**src/fei_defines.svh**
```systemverilog
`ifndef FEI_DEFINES_SVH
`define FEI_DEFINES_SVH

// i/o port whose access clears the request and arms ignore-error
`define FEI_CLEAR_PORT        16'h00f0
`define FEI_PORT_W            16
// error pulse width (cycles) a no-wait instruction produces
`define FEI_NOWAIT_PULSE_CYC  4'h3
`define FEI_PULSE_W           4
// number of synchroniser stages on each crossing input
`define FEI_SYNC_STAGES       3

`endif

```
**src/fei_pkg.sv**
```systemverilog
package fei_pkg;
    // processor-side error engine states, one-hot
    typedef enum logic [3:0] {
        FEI_IDLE    = 4'b0001,  // no unmasked exception pending
        FEI_PENDING = 4'b0010,  // exception recorded, not yet reported
        FEI_ASSERT  = 4'b0100,  // error output driven, frozen
        FEI_PULSE   = 4'b1000   // brief no-wait pulse
    } fei_state_type;
endpackage

```
**src/fei_link_if.sv**
```systemverilog
`timescale 1ns/1ns
// wires between the processor error logic and the external glue
interface fei_link_if;
    logic fp_error_out_n;       // error output, active low
    logic ignore_fp_error_n;    // ignore-error input, active low
    logic cpu_interrupt_in;     // interrupt request to the processor

    modport cpu (
        output fp_error_out_n,
        input  ignore_fp_error_n,
        input  cpu_interrupt_in
    );
    modport glue (
        input  fp_error_out_n,
        output ignore_fp_error_n,
        output cpu_interrupt_in
    );
endinterface

```
**src/fei_cpu.sv**
```systemverilog
`timescale 1ns/1ns
`include "fei_defines.svh"
// processor-side error reporting for compatibility mode
module fei_cpu
    import fei_pkg::*;
(
    input  wire logic mclk,
    input  wire logic rst,
    fei_link_if.cpu   link,
    input  wire logic native_error_select,
    input  wire logic exc_unmasked,    // pulse: unmasked exception detected
    input  wire logic exc_deferred,    // with exc_unmasked: deferred class
    input  wire logic exc_clear,       // pulse: software clears exception
    input  wire logic insn_start,      // pulse: fp instruction begins
    input  wire logic insn_nowait,     // with insn_start: no-wait class
    input  wire logic window_open,     // level: interrupt sampling window
    output logic      insn_blocked,
    output logic      take_irq,
    output logic      native_exc
);
    fei_state_type st_r, st_nxt;
    logic [`FEI_PULSE_W-1:0] cnt_r;
    logic [2:0] ign_sync_r;
    logic [2:0] int_sync_r;
    logic       ign_r;
    logic       int_r;
    logic       late_r;
    logic       blk_r;
    logic       tak_r;
    logic       nat_r;

    // pin inputs cross into mclk through three stages
    always_ff @(posedge mclk) begin
        if (rst) begin
            ign_sync_r <= 3'h0;
            int_sync_r <= 3'h0;
            ign_r      <= 1'b0;
            int_r      <= 1'b0;
        end else begin
            ign_sync_r <= {ign_sync_r[1:0], ~link.ignore_fp_error_n};
            int_sync_r <= {int_sync_r[1:0], link.cpu_interrupt_in};
            if (ign_sync_r[2] == ign_sync_r[1])
                ign_r <= ign_sync_r[2];
            if (int_sync_r[2] == int_sync_r[1])
                int_r <= int_sync_r[2];
        end
    end

    wire compat   = ~native_error_select;
    wire report   = compat & ~ign_r;
    wire pend_any = (st_r != FEI_IDLE);
    wire pulse_dn = (cnt_r == `FEI_PULSE_W'(1));

    // error engine; clear has priority since software owns the state
    always_comb begin
        st_nxt = st_r;
        case (st_r)
            FEI_IDLE: begin
                if (exc_unmasked && exc_deferred)
                    st_nxt = FEI_PENDING;
                else if (exc_unmasked)
                    st_nxt = report ? FEI_ASSERT : FEI_PENDING;
            end
            FEI_PENDING: begin
                if (report && insn_start && insn_nowait)
                    st_nxt = FEI_PULSE;
                else if (report && insn_start)
                    st_nxt = FEI_ASSERT;
            end
            FEI_ASSERT: begin
                // frozen until software clears; ignore only stops new
                // reports, dropping here would let the glue re-arm forever
                st_nxt = FEI_ASSERT;
            end
            FEI_PULSE: begin
                if (pulse_dn)
                    st_nxt = FEI_PENDING;
            end
            default: st_nxt = FEI_IDLE;
        endcase
        if (exc_clear)
            st_nxt = FEI_IDLE;
    end

    always_ff @(posedge mclk) begin
        if (rst)
            st_r <= FEI_IDLE;
        else
            st_r <= st_nxt;
    end

    // no-wait pulse length
    always_ff @(posedge mclk) begin
        if (rst)
            cnt_r <= '0;
        else if (st_nxt == FEI_PULSE && st_r != FEI_PULSE)
            cnt_r <= `FEI_NOWAIT_PULSE_CYC;
        else if (cnt_r != '0)
            cnt_r <= cnt_r - `FEI_PULSE_W'(1);
    end

    // interrupt taken inside the window, else held to next boundary
    logic svc_r;
    // one take per request level, so take_irq stays a single pulse
    wire int_new   = int_r & ~svc_r;
    wire take_now  = int_new & window_open;
    wire take_late = (late_r | ~window_open) & int_new & insn_start;

    always_ff @(posedge mclk) begin
        if (rst) begin
            late_r <= 1'b0;
            svc_r  <= 1'b0;
            tak_r  <= 1'b0;
            blk_r  <= 1'b0;
            nat_r  <= 1'b0;
        end else begin
            tak_r  <= take_now | take_late;
            svc_r  <= int_r & (svc_r | take_now | take_late);
            if (take_now | take_late | ~int_new)
                late_r <= 1'b0;
            else if (~window_open)
                late_r <= 1'b1;
            // waiting instructions freeze on a pending error unless ignored
            blk_r  <= pend_any & compat & ~ign_r & ~insn_nowait;
            nat_r  <= native_error_select & exc_unmasked;
        end
    end

    // error output low only while asserting or pulsing
    always_ff @(posedge mclk) begin
        if (rst)
            link.fp_error_out_n <= 1'b1;
        else
            link.fp_error_out_n <= ~((st_nxt == FEI_ASSERT) ||
                                     (st_nxt == FEI_PULSE));
    end

    assign insn_blocked = blk_r;
    assign take_irq     = tak_r;
    assign native_exc   = nat_r;
endmodule

```
**src/flat_wrapper.sv**
```systemverilog
// flat-port wrapper written by rule: the top's interface ports become plain ports
module fei_cpu_flat import fei_pkg::*;
  (mclk, rst, native_error_select, exc_unmasked, exc_deferred, exc_clear, insn_start, insn_nowait, window_open, insn_blocked, take_irq, native_exc, link_fp_error_out_n, link_ignore_fp_error_n, link_cpu_interrupt_in);
  fei_link_if link_i ();
  input  wire logic mclk;
  input  wire logic rst;
  input  wire logic native_error_select;
  input  wire logic exc_unmasked;
  input  wire logic exc_deferred;
  input  wire logic exc_clear;
  input  wire logic insn_start;
  input  wire logic insn_nowait;
  input  wire logic window_open;
  output logic insn_blocked;
  output logic take_irq;
  output logic native_exc;
  output wire logic [$bits(link_i.fp_error_out_n)-1:0] link_fp_error_out_n;
  input wire logic [$bits(link_i.ignore_fp_error_n)-1:0] link_ignore_fp_error_n;
  input wire logic [$bits(link_i.cpu_interrupt_in)-1:0] link_cpu_interrupt_in;
  assign link_fp_error_out_n = link_i.fp_error_out_n;
  assign link_i.ignore_fp_error_n = link_ignore_fp_error_n;
  assign link_i.cpu_interrupt_in = link_cpu_interrupt_in;
  fei_cpu u_core (.mclk(mclk), .rst(rst), .link(link_i), .native_error_select(native_error_select), .exc_unmasked(exc_unmasked), .exc_deferred(exc_deferred), .exc_clear(exc_clear), .insn_start(insn_start), .insn_nowait(insn_nowait), .window_open(window_open), .insn_blocked(insn_blocked), .take_irq(take_irq), .native_exc(native_exc));
endmodule
```
**config.mk**
```make
export PLATFORM = sky130hd
export DESIGN_NAME = fei_cpu_flat
export DESIGN_NICKNAME = d
export VERILOG_FILES = /design/src/fei_pkg.sv /design/src/fei_link_if.sv /design/src/fei_cpu.sv /design/src/flat_wrapper.sv
export VERILOG_INCLUDE_DIRS = /design/src
export SDC_FILE = /design/constraint.sdc
export NUM_CORES = 1
export LEC_CHECK = 0
export ABC_AREA = 1
export BUFFER_PORTS_ARGS = -buffer_cell sky130_fd_sc_hd__buf_4
export CORE_MARGIN = 2
export CORE_UTILIZATION = 50
export CTS_BUF_LIST = sky130_fd_sc_hd__clkbuf_4 sky130_fd_sc_hd__clkbuf_8
export CTS_CLUSTER_SIZE = 16
export DETAILED_ROUTE_END_ITERATION = 8
export PLACE_DENSITY = 0.85
export SYNTH_ARGS = -nofsm -noshare
export SYNTH_HDL_FRONTEND = slang
export SYNTH_SLANG_ARGS = --single-unit
```
**constraint.sdc**
```tcl
create_clock -name mclk -period 1.15 [get_ports mclk]
set_clock_uncertainty 0.1 [all_clocks]
set_input_delay 0.0575 -clock mclk [delete_from_list [all_inputs] [get_ports mclk]]
set_output_delay 0.0575 -clock mclk [all_outputs]
set_load 0.02 [all_outputs]
```
==> results of run 1 <==
==> flip-flops by register name, indices dropped and copies added, names as in the netlist <==
signal	count
u_core.ign_r	1
u_core.st_r	4
u_core.native_exc	1
u_core.svc_r	1
u_core.int_r	1
u_core.cnt_r	4
u_core.take_irq	1
u_core.link.fp_error_out_n	1
u_core.int_sync_r	3
u_core.insn_blocked	1
u_core.ign_sync_r	3
==> synth_stat cells <==
| cell type | instances | area share |
|---|---|---|
| xor2_1 | 2 | 0.019 |
| nand3_1 | 9 | 0.048 |
| dfxtp_1 | 21 | 0.45 |
| ha_1 | 3 | 0.040 |
| nand4_1 | 1 | 0.0066 |
| nand2_2 | 4 | 0.026 |
| inv_2 | 3 | 0.012 |
| nor2_4 | 3 | 0.036 |
| nor3_1 | 2 | 0.011 |
| o21ai_2 | 1 | 0.0093 |
| xnor2_1 | 1 | 0.0093 |
| o21a_1 | 1 | 0.0079 |
| nor4_1 | 1 | 0.0066 |
| o21ai_1 | 1 | 0.0053 |
| nand2_1 | 14 | 0.056 |
| a31oi_1 | 1 | 0.0066 |
| a211oi_1 | 3 | 0.024 |
| a21oi_1 | 5 | 0.026 |
| clkbuf_1 | 1 | 0.0040 |
| o21ai_0 | 1 | 0.0053 |
| inv_1 | 20 | 0.079 |
| nor2_1 | 18 | 0.072 |
| buf_2 | 1 | 0.0053 |
| nand3_2 | 2 | 0.021 |
| nor2_2 | 3 | 0.020 |
==> worst paths after layout <==
path              depth (start not counted)  slack [ns]                         endpoint
setup / recovery                          5       -0.12     u_core.cnt_r[0]$_SDFFE_PP0P_
hold / removal                            6        0.04        u_core.st_r[3]$_SDFF_PP0_
setup reg to reg                          5       -0.12     u_core.cnt_r[0]$_SDFFE_PP0P_
hold reg to reg                           2        0.32  u_core.ign_sync_r[1]$_SDFF_PP0_
==> area by class of cell <==
type / instances / area [um^2] / share of cell area
Sequential cell: 21 / 434 / 0.324
Timing Repair Buffer: 32 / 263 / 0.196
Inverter: 23 / 88.8 / 0.0662
Clock inverter: 1 / 5.00 / 0.00373
Clock buffer: 3 / 22.5 / 0.0168
Tap cell: 25 / 31.3 / 0.0233
Multi-Input combinational cell: 76 / 497 / 0.370
==> stage by stage <==
| step | setup TNS [ns] | util | area, um^2 |
|---|---|---|---|
| floorplan | -0.00820 | - | 946 |
| global placement | -0.268 | 0.645 | 1130 |
| detailed placement | -0.515 | 0.645 | 1130 |
| CTS | -0.448 | 0.743 | 1300 |
| global route | -1.31 | 0.768 | 1340 |
| finish | -0.656 | 0.768 | 1340 |
==> worst register-to-register path, cell delays in order, from the launching register on <==
cell     delay [ns]
dfxtp_2        0.37
inv_1          0.06
ha_1           0.22
nand3_2        0.11
xor2_1         0.22
a21oi_2        0.09
==> where the power goes <==
part / switching [uW] / internal [uW]
clock network: 239 / 130
registers: 63.8 / 818
logic: 396 / 345
==> cell families after synthesis <==
logic type	synth area share
XOR/XNOR	0.0278
AO/OA/AOI/OAI	0.0848
buffers and inverters	0.101
adder cells (fa/ha/maj)	0.0397
flip-flops	0.445
AND/OR/NAND/NOR	0.302
==> timing repair <==
action	4_1_cts	5_1_grt
gates resized for setup	18	9
buffers inserted	1	1
hold endpoints to repair	19	0
cloned	0	0
hold buffers	9	0
setup endpoints to repair	8	9
pin swaps	5	6
==> metal layers <==
metal	share of wire	global-route usage	wire length (um)	vias up
met1	0.40	0.247	874	404
met3	0.025	0.0264	55	6
met2	0.55	0.386	1200	20
met5	0	0	0	-
li1	-	-	-	449
met4	0.018	0.144	40	0
==> results.ini, run 1 <==
[sta]
fmax_mhz=789
worst_slack_ns=-0.118
setup_viol=8
worst-slew-pin-transition_ns=0.213
min_period_ns=1.27
final-hold-violation-count=0
whs_ns=0.0369
relSlewSlack=0.857
drv_slew=0
grt_setup_unrepaired=yes
period_share=1.10

[setup_path]
critical_path_buf_inv_count=1
cp.arrival_ns=1.38
crit_slowest_cell=dfxtp_2
crit_chain=inv_1 > ha_1 > nand3_2 > xor2_1 > a21oi_2
startpoint=u_core.cnt_r[0]$_SDFFE_PP0P_
rr_startpoint=u_core.cnt_r[0]$_SDFFE_PP0P_
critPathCaptureType=flop
cp.required_ns=1.26
cp_max_fo=3
cpLargestDelayFamily=flip-flops
crit_type=reg -> reg
start_kind=flop
cpPeakStageDelay_ns=0.37

[run]
drv_cap=0

[finish]
nNetsFinal=171
fin_cells=181
drive_gt1_frac=0.410
final_common_cell=buf_4
antennaDiodeCount=0
final_cell_mix=buf_4 (23), inv_1 (18), nor2_1 (15)
area_delta_synth_final_pct=42.0
nFillCells=122

[detailed_routing]
avgRoutedWirePerCell_um=12.0
vias_per_cell=4.86
drtIter0Drc=23
drcViolationCount=0
vias=879
finalWirelength_um=2170
drt_pre_antenna_iters=4
ant_nets=0

[pwr]
ir_drop_v=0.00114
leakage_uw=0.000583
total_power_uw=1990
pwr_density_cell_mw_per_mm2=1490

[grt]
grt_pass1_vias=904
grt_start_max_net_pins=18
grt_usage=0.219
antenna_found_initial=0
grt_overflow=0
grt_pass1_wl_um=3380

[synthesis]
syn-num-nets=136
synth_area_per_cell_um2=7.74
synth_cell_types=25
synth_area_um2=945
ys_seq_area_frac=0.445
ys.warnings.count=0
synth_seq_cells=21
synth_cells=122

[floorplanning]
core.rowCount=15
pin_count=15
core-area_mm2=0.00175
die_area_mm2=0.00225
die_h_um=47.5
die_w_um=47.5
initial_core_util=0.541

[place]
dpl.hpwl_um=1410
place_congestion=0.872
dpl.cell_count=166
port_buffers=14
place_worst_setup_slack_ns=-0.0782

[clocking]
clk_latency_ns=0.31
cts_buffers=3
clk_path_buf_depth=2
cts_tree=done
root_buffer=clkbuf_4
clk_pin_slew_worst_paths_ns=0.12
cts_num_sinks=21
cts_max_level=1

[outcome]
violations=setup timing
outcome=finished with violations

[worst_hold_path]
hp-class=in -> reg
hp-start=native_error_select

Power figures use the tool's default switching activity.
==> inputs of run 2 (changes only) <==
--- a/config.mk
+++ b/config.mk
@@ -9,11 +9,11 @@
 export ABC_AREA = 1
 export BUFFER_PORTS_ARGS = -buffer_cell sky130_fd_sc_hd__buf_4
 export CORE_MARGIN = 2
-export CORE_UTILIZATION = 50
+export CORE_UTILIZATION = 30
 export CTS_BUF_LIST = sky130_fd_sc_hd__clkbuf_4 sky130_fd_sc_hd__clkbuf_8
 export CTS_CLUSTER_SIZE = 16
 export DETAILED_ROUTE_END_ITERATION = 8
-export PLACE_DENSITY = 0.85
+export PLACE_DENSITY = 0.59
 export SYNTH_ARGS = -nofsm -noshare
 export SYNTH_HDL_FRONTEND = slang
 export SYNTH_SLANG_ARGS = --single-unit
==> run 2 against run 1 <==
The run still ends with setup timing left. Highest routed layer unchanged. Flip-flop and latch count is the same. Routed wire length rose by 1.3%. Maximum frequency down 0.97%. Combinational power is 1% higher. Total power increased by 0.37%. Setup slack worse by 0.012 ns. Critical path depth increased by 3. Clock power increased by 2%. Sequential power is 1% lower. Core utilization shrank 29 points. Non-clock buffer count increased by 8. Die area is 60% higher.
==> results.ini, run 2 (same netlist as run 1, synthesis figures left out) <==
[finish]
final_cell_mix=buf_4 (26), inv_1 (19), nor2_1 (14), dfxtp_1 (14), dlygate4sd3_1 (11)  ; was buf_4 (23), inv_1 (18), nor2_1 (15)
antennaDiodeCount=0  ; unchanged
multi_input_area_um2=508  ; was 497 um^2
top_regs=u_core.cnt_r (4), u_core.st_r (4)  ; unchanged
regArea_um2=432  ; was 434 um^2
final_area_mm2=0.00145  ; was 0.00134 mm^2
nFillCells=295  ; was 122
final_common_cell=buf_4  ; unchanged
nNetsFinal=179  ; was 171
area_delta_synth_final_pct=53.9  ; was 42.0%
drive_gt1_frac=0.433  ; was 0.410
fin_util=0.480  ; was 0.768

[clocking]
cts_buffers=3  ; unchanged
clk_latency_ns=0.31  ; about the same
root_buffer=clkbuf_4  ; unchanged
cts_num_sinks=21  ; unchanged
cts_max_level=1  ; unchanged
clk_pin_slew_worst_paths_ns=0.12  ; about the same
clk_path_buf_depth=2  ; unchanged
cts_tree=done  ; unchanged

[sta]
grt_setup_unrepaired=yes  ; unchanged
period_share=1.11  ; was 1.10
fmax_mhz=781  ; was 789 MHz
drv_slew=0  ; unchanged
worst_slack_ns=-0.130  ; was -0.118 ns
worst-slew-pin-transition_ns=0.554  ; was 0.213 ns
relSlewSlack=0.631  ; was 0.857
setup_viol=8  ; unchanged
min_period_ns=1.28  ; was 1.27 ns
final-hold-violation-count=0  ; unchanged

[setup_path]
critical_path_buf_inv_count=1  ; unchanged
timing.critical_path.mode_cell=nor2_4
cp.required_ns=1.31  ; was 1.26 ns
crit_type=reg -> reg  ; unchanged
critPathCaptureType=flop  ; unchanged
cpPeakStageDelay_ns=0.36  ; was 0.37 ns
crit_slowest_cell=dfxtp_2  ; unchanged
crit_chain=buf_6 > nor2_2 > nand3_2 > nand2_2 > nor2_4 > nor2_4 > nand2_4 > nor2_4  ; was inv_1 > ha_1 > nand3_2 > xor2_1 > a21oi_2
cpLargestDelayFamily=simple AND/OR/NAND/NOR gates  ; was flip-flops
start_kind=flop  ; unchanged
cp.arrival_ns=1.44  ; was 1.38 ns
cp_max_fo=3  ; unchanged

[grt]
top_usage_layer=met2  ; unchanged
grt_start_max_net_pins=15  ; was 18
grt_util_met1=0.135  ; was 0.247
antenna_found_initial=0  ; unchanged
use_met3=0.0519  ; was 0.0264
grt_pass1_wl_um=3540  ; was 3380 um
grt_usage=0.135  ; was 0.219
grt_use_met2=0.238  ; was 0.386
grt_overflow=0  ; unchanged
grt_pass1_vias=893  ; was 904

[worst_hold_path]
hp-class=in -> reg  ; unchanged

[pwr]
leakage_uw=0.000633  ; was 0.000583 uW
ir_drop_v=0.000699  ; was 0.00114 V
pwr_density_cell_mw_per_mm2=1380  ; was 1490 mW/mm^2

[floorplanning]
die_h_um=60.1  ; was 47.5 um
pin_count=15  ; unchanged
core.rowCount=20  ; was 15
core-area_mm2=0.00303  ; was 0.00175 mm^2
die_area_mm2=0.00361  ; was 0.00225 mm^2
initial_core_util=0.312  ; was 0.541
die_w_um=60.1  ; was 47.5 um

[detailed_routing]
finalWirelength_um=2200  ; was 2170 um
ant_nets=0  ; unchanged
avgRoutedWirePerCell_um=10.6  ; was 12.0 um
drtIter0Drc=12  ; was 23
vias_per_cell=4.26  ; was 4.86
drcViolationCount=0  ; unchanged
vias=887  ; was 879
drt_pre_antenna_iters=4  ; unchanged

[place]
place_congestion=0.807  ; was 0.872
placed_cell_area_mm2=0.00117  ; was 0.00113 mm^2
dpl.hpwl_um=1350  ; was 1410 um
port_buffers=14  ; unchanged

[outcome]
violations=setup timing  ; unchanged
outcome=finished with violations  ; unchanged

[run]
drv_cap=0  ; unchanged

[run 2: worst register-to-register path, cell delays in order (launching register included)]
cell,delay [ns]
dfxtp_2,0.36
buf_6,0.12
nor2_2,0.10
nand3_2,0.09
nand2_2,0.10
nor2_4,0.04
nor2_4,0.13
nand2_4,0.08
nor2_4,0.09
[run 2: worst paths after layout]
kind | startpoint | to | slack (ns) | cells after the start
min reg2reg | u_core.ign_sync_r[0]$_SDFF_PP0_ | u_core.ign_sync_r[1]$_SDFF_PP0_ | 0.31 | 2
min | exc_unmasked | u_core.st_r[0]$_SDFF_PP1_ | 0.02 | 4
max reg2reg | u_core.st_r[1]$_SDFF_PP0_ | u_core.st_r[1]$_SDFF_PP0_ | -0.13 | 8
max | u_core.st_r[1]$_SDFF_PP0_ | u_core.st_r[1]$_SDFF_PP0_ | -0.13 | 8
[run 2: what timing repair did]
item,in CTS,in global routing
setup endpoints to repair,8,13
hold buffers,11,2
resized for setup,18,14
pin swaps,11,6
setup buffers,3,1
endpoints found under the hold margin,19,5
[run 2: through the flow]
| stage | setup TNS (ns) | total power (uW) | hold WS [ns] | worst slack (ns) | cells |
|---|---|---|---|---|---|
| global placement | -0.451 | 1440 | 0.108 | -0.0818 | 188 |
| detailed placement | -0.546 | 1470 | 0.111 | -0.0966 | 188 |
| finish | -0.738 | 2000 | 0.0215 | -0.130 | 208 |
| global route | -1.37 | 2160 | 0.0135 | -0.209 | 208 |
| CTS | -0.536 | 1980 | -0.140 | -0.0920 | 206 |
| floorplan | -0.00820 | 1290 | 0.0242 | -0.00427 | 122 |
[run 2: final cells by class]
| class | count | area share |
|---|---|---|
| multi-input cells | 76 | 0.349 |
| flip-flops and latches | 21 | 0.297 |
| repair buffers | 40 | 0.234 |
| inverters | 23 | 0.0611 |
| well taps | 44 | 0.0379 |
| clock buffers | 3 | 0.0155 |
| clock inverters | 1 | 0.00516 |
[run 2: report_power, final]
group | internal (uW) | total, uW | switching (uW) | leakage, uW
clock | 133 | 375 | 242 | 0.0000139
combinational | 366 | 752 | 386 | 0.000445
sequential | 819 | 872 | 53.4 | 0.000174
total | 1320 | 2000 | 682 | 0.000633
[run 2: routing by layer]
layer / up-vias / wire length [um]
met1: 398 / 937
met3: 6 / 81
met2: 20 / 1120
met5: - / 0
met4: 0 / 57
li1: 463 / -
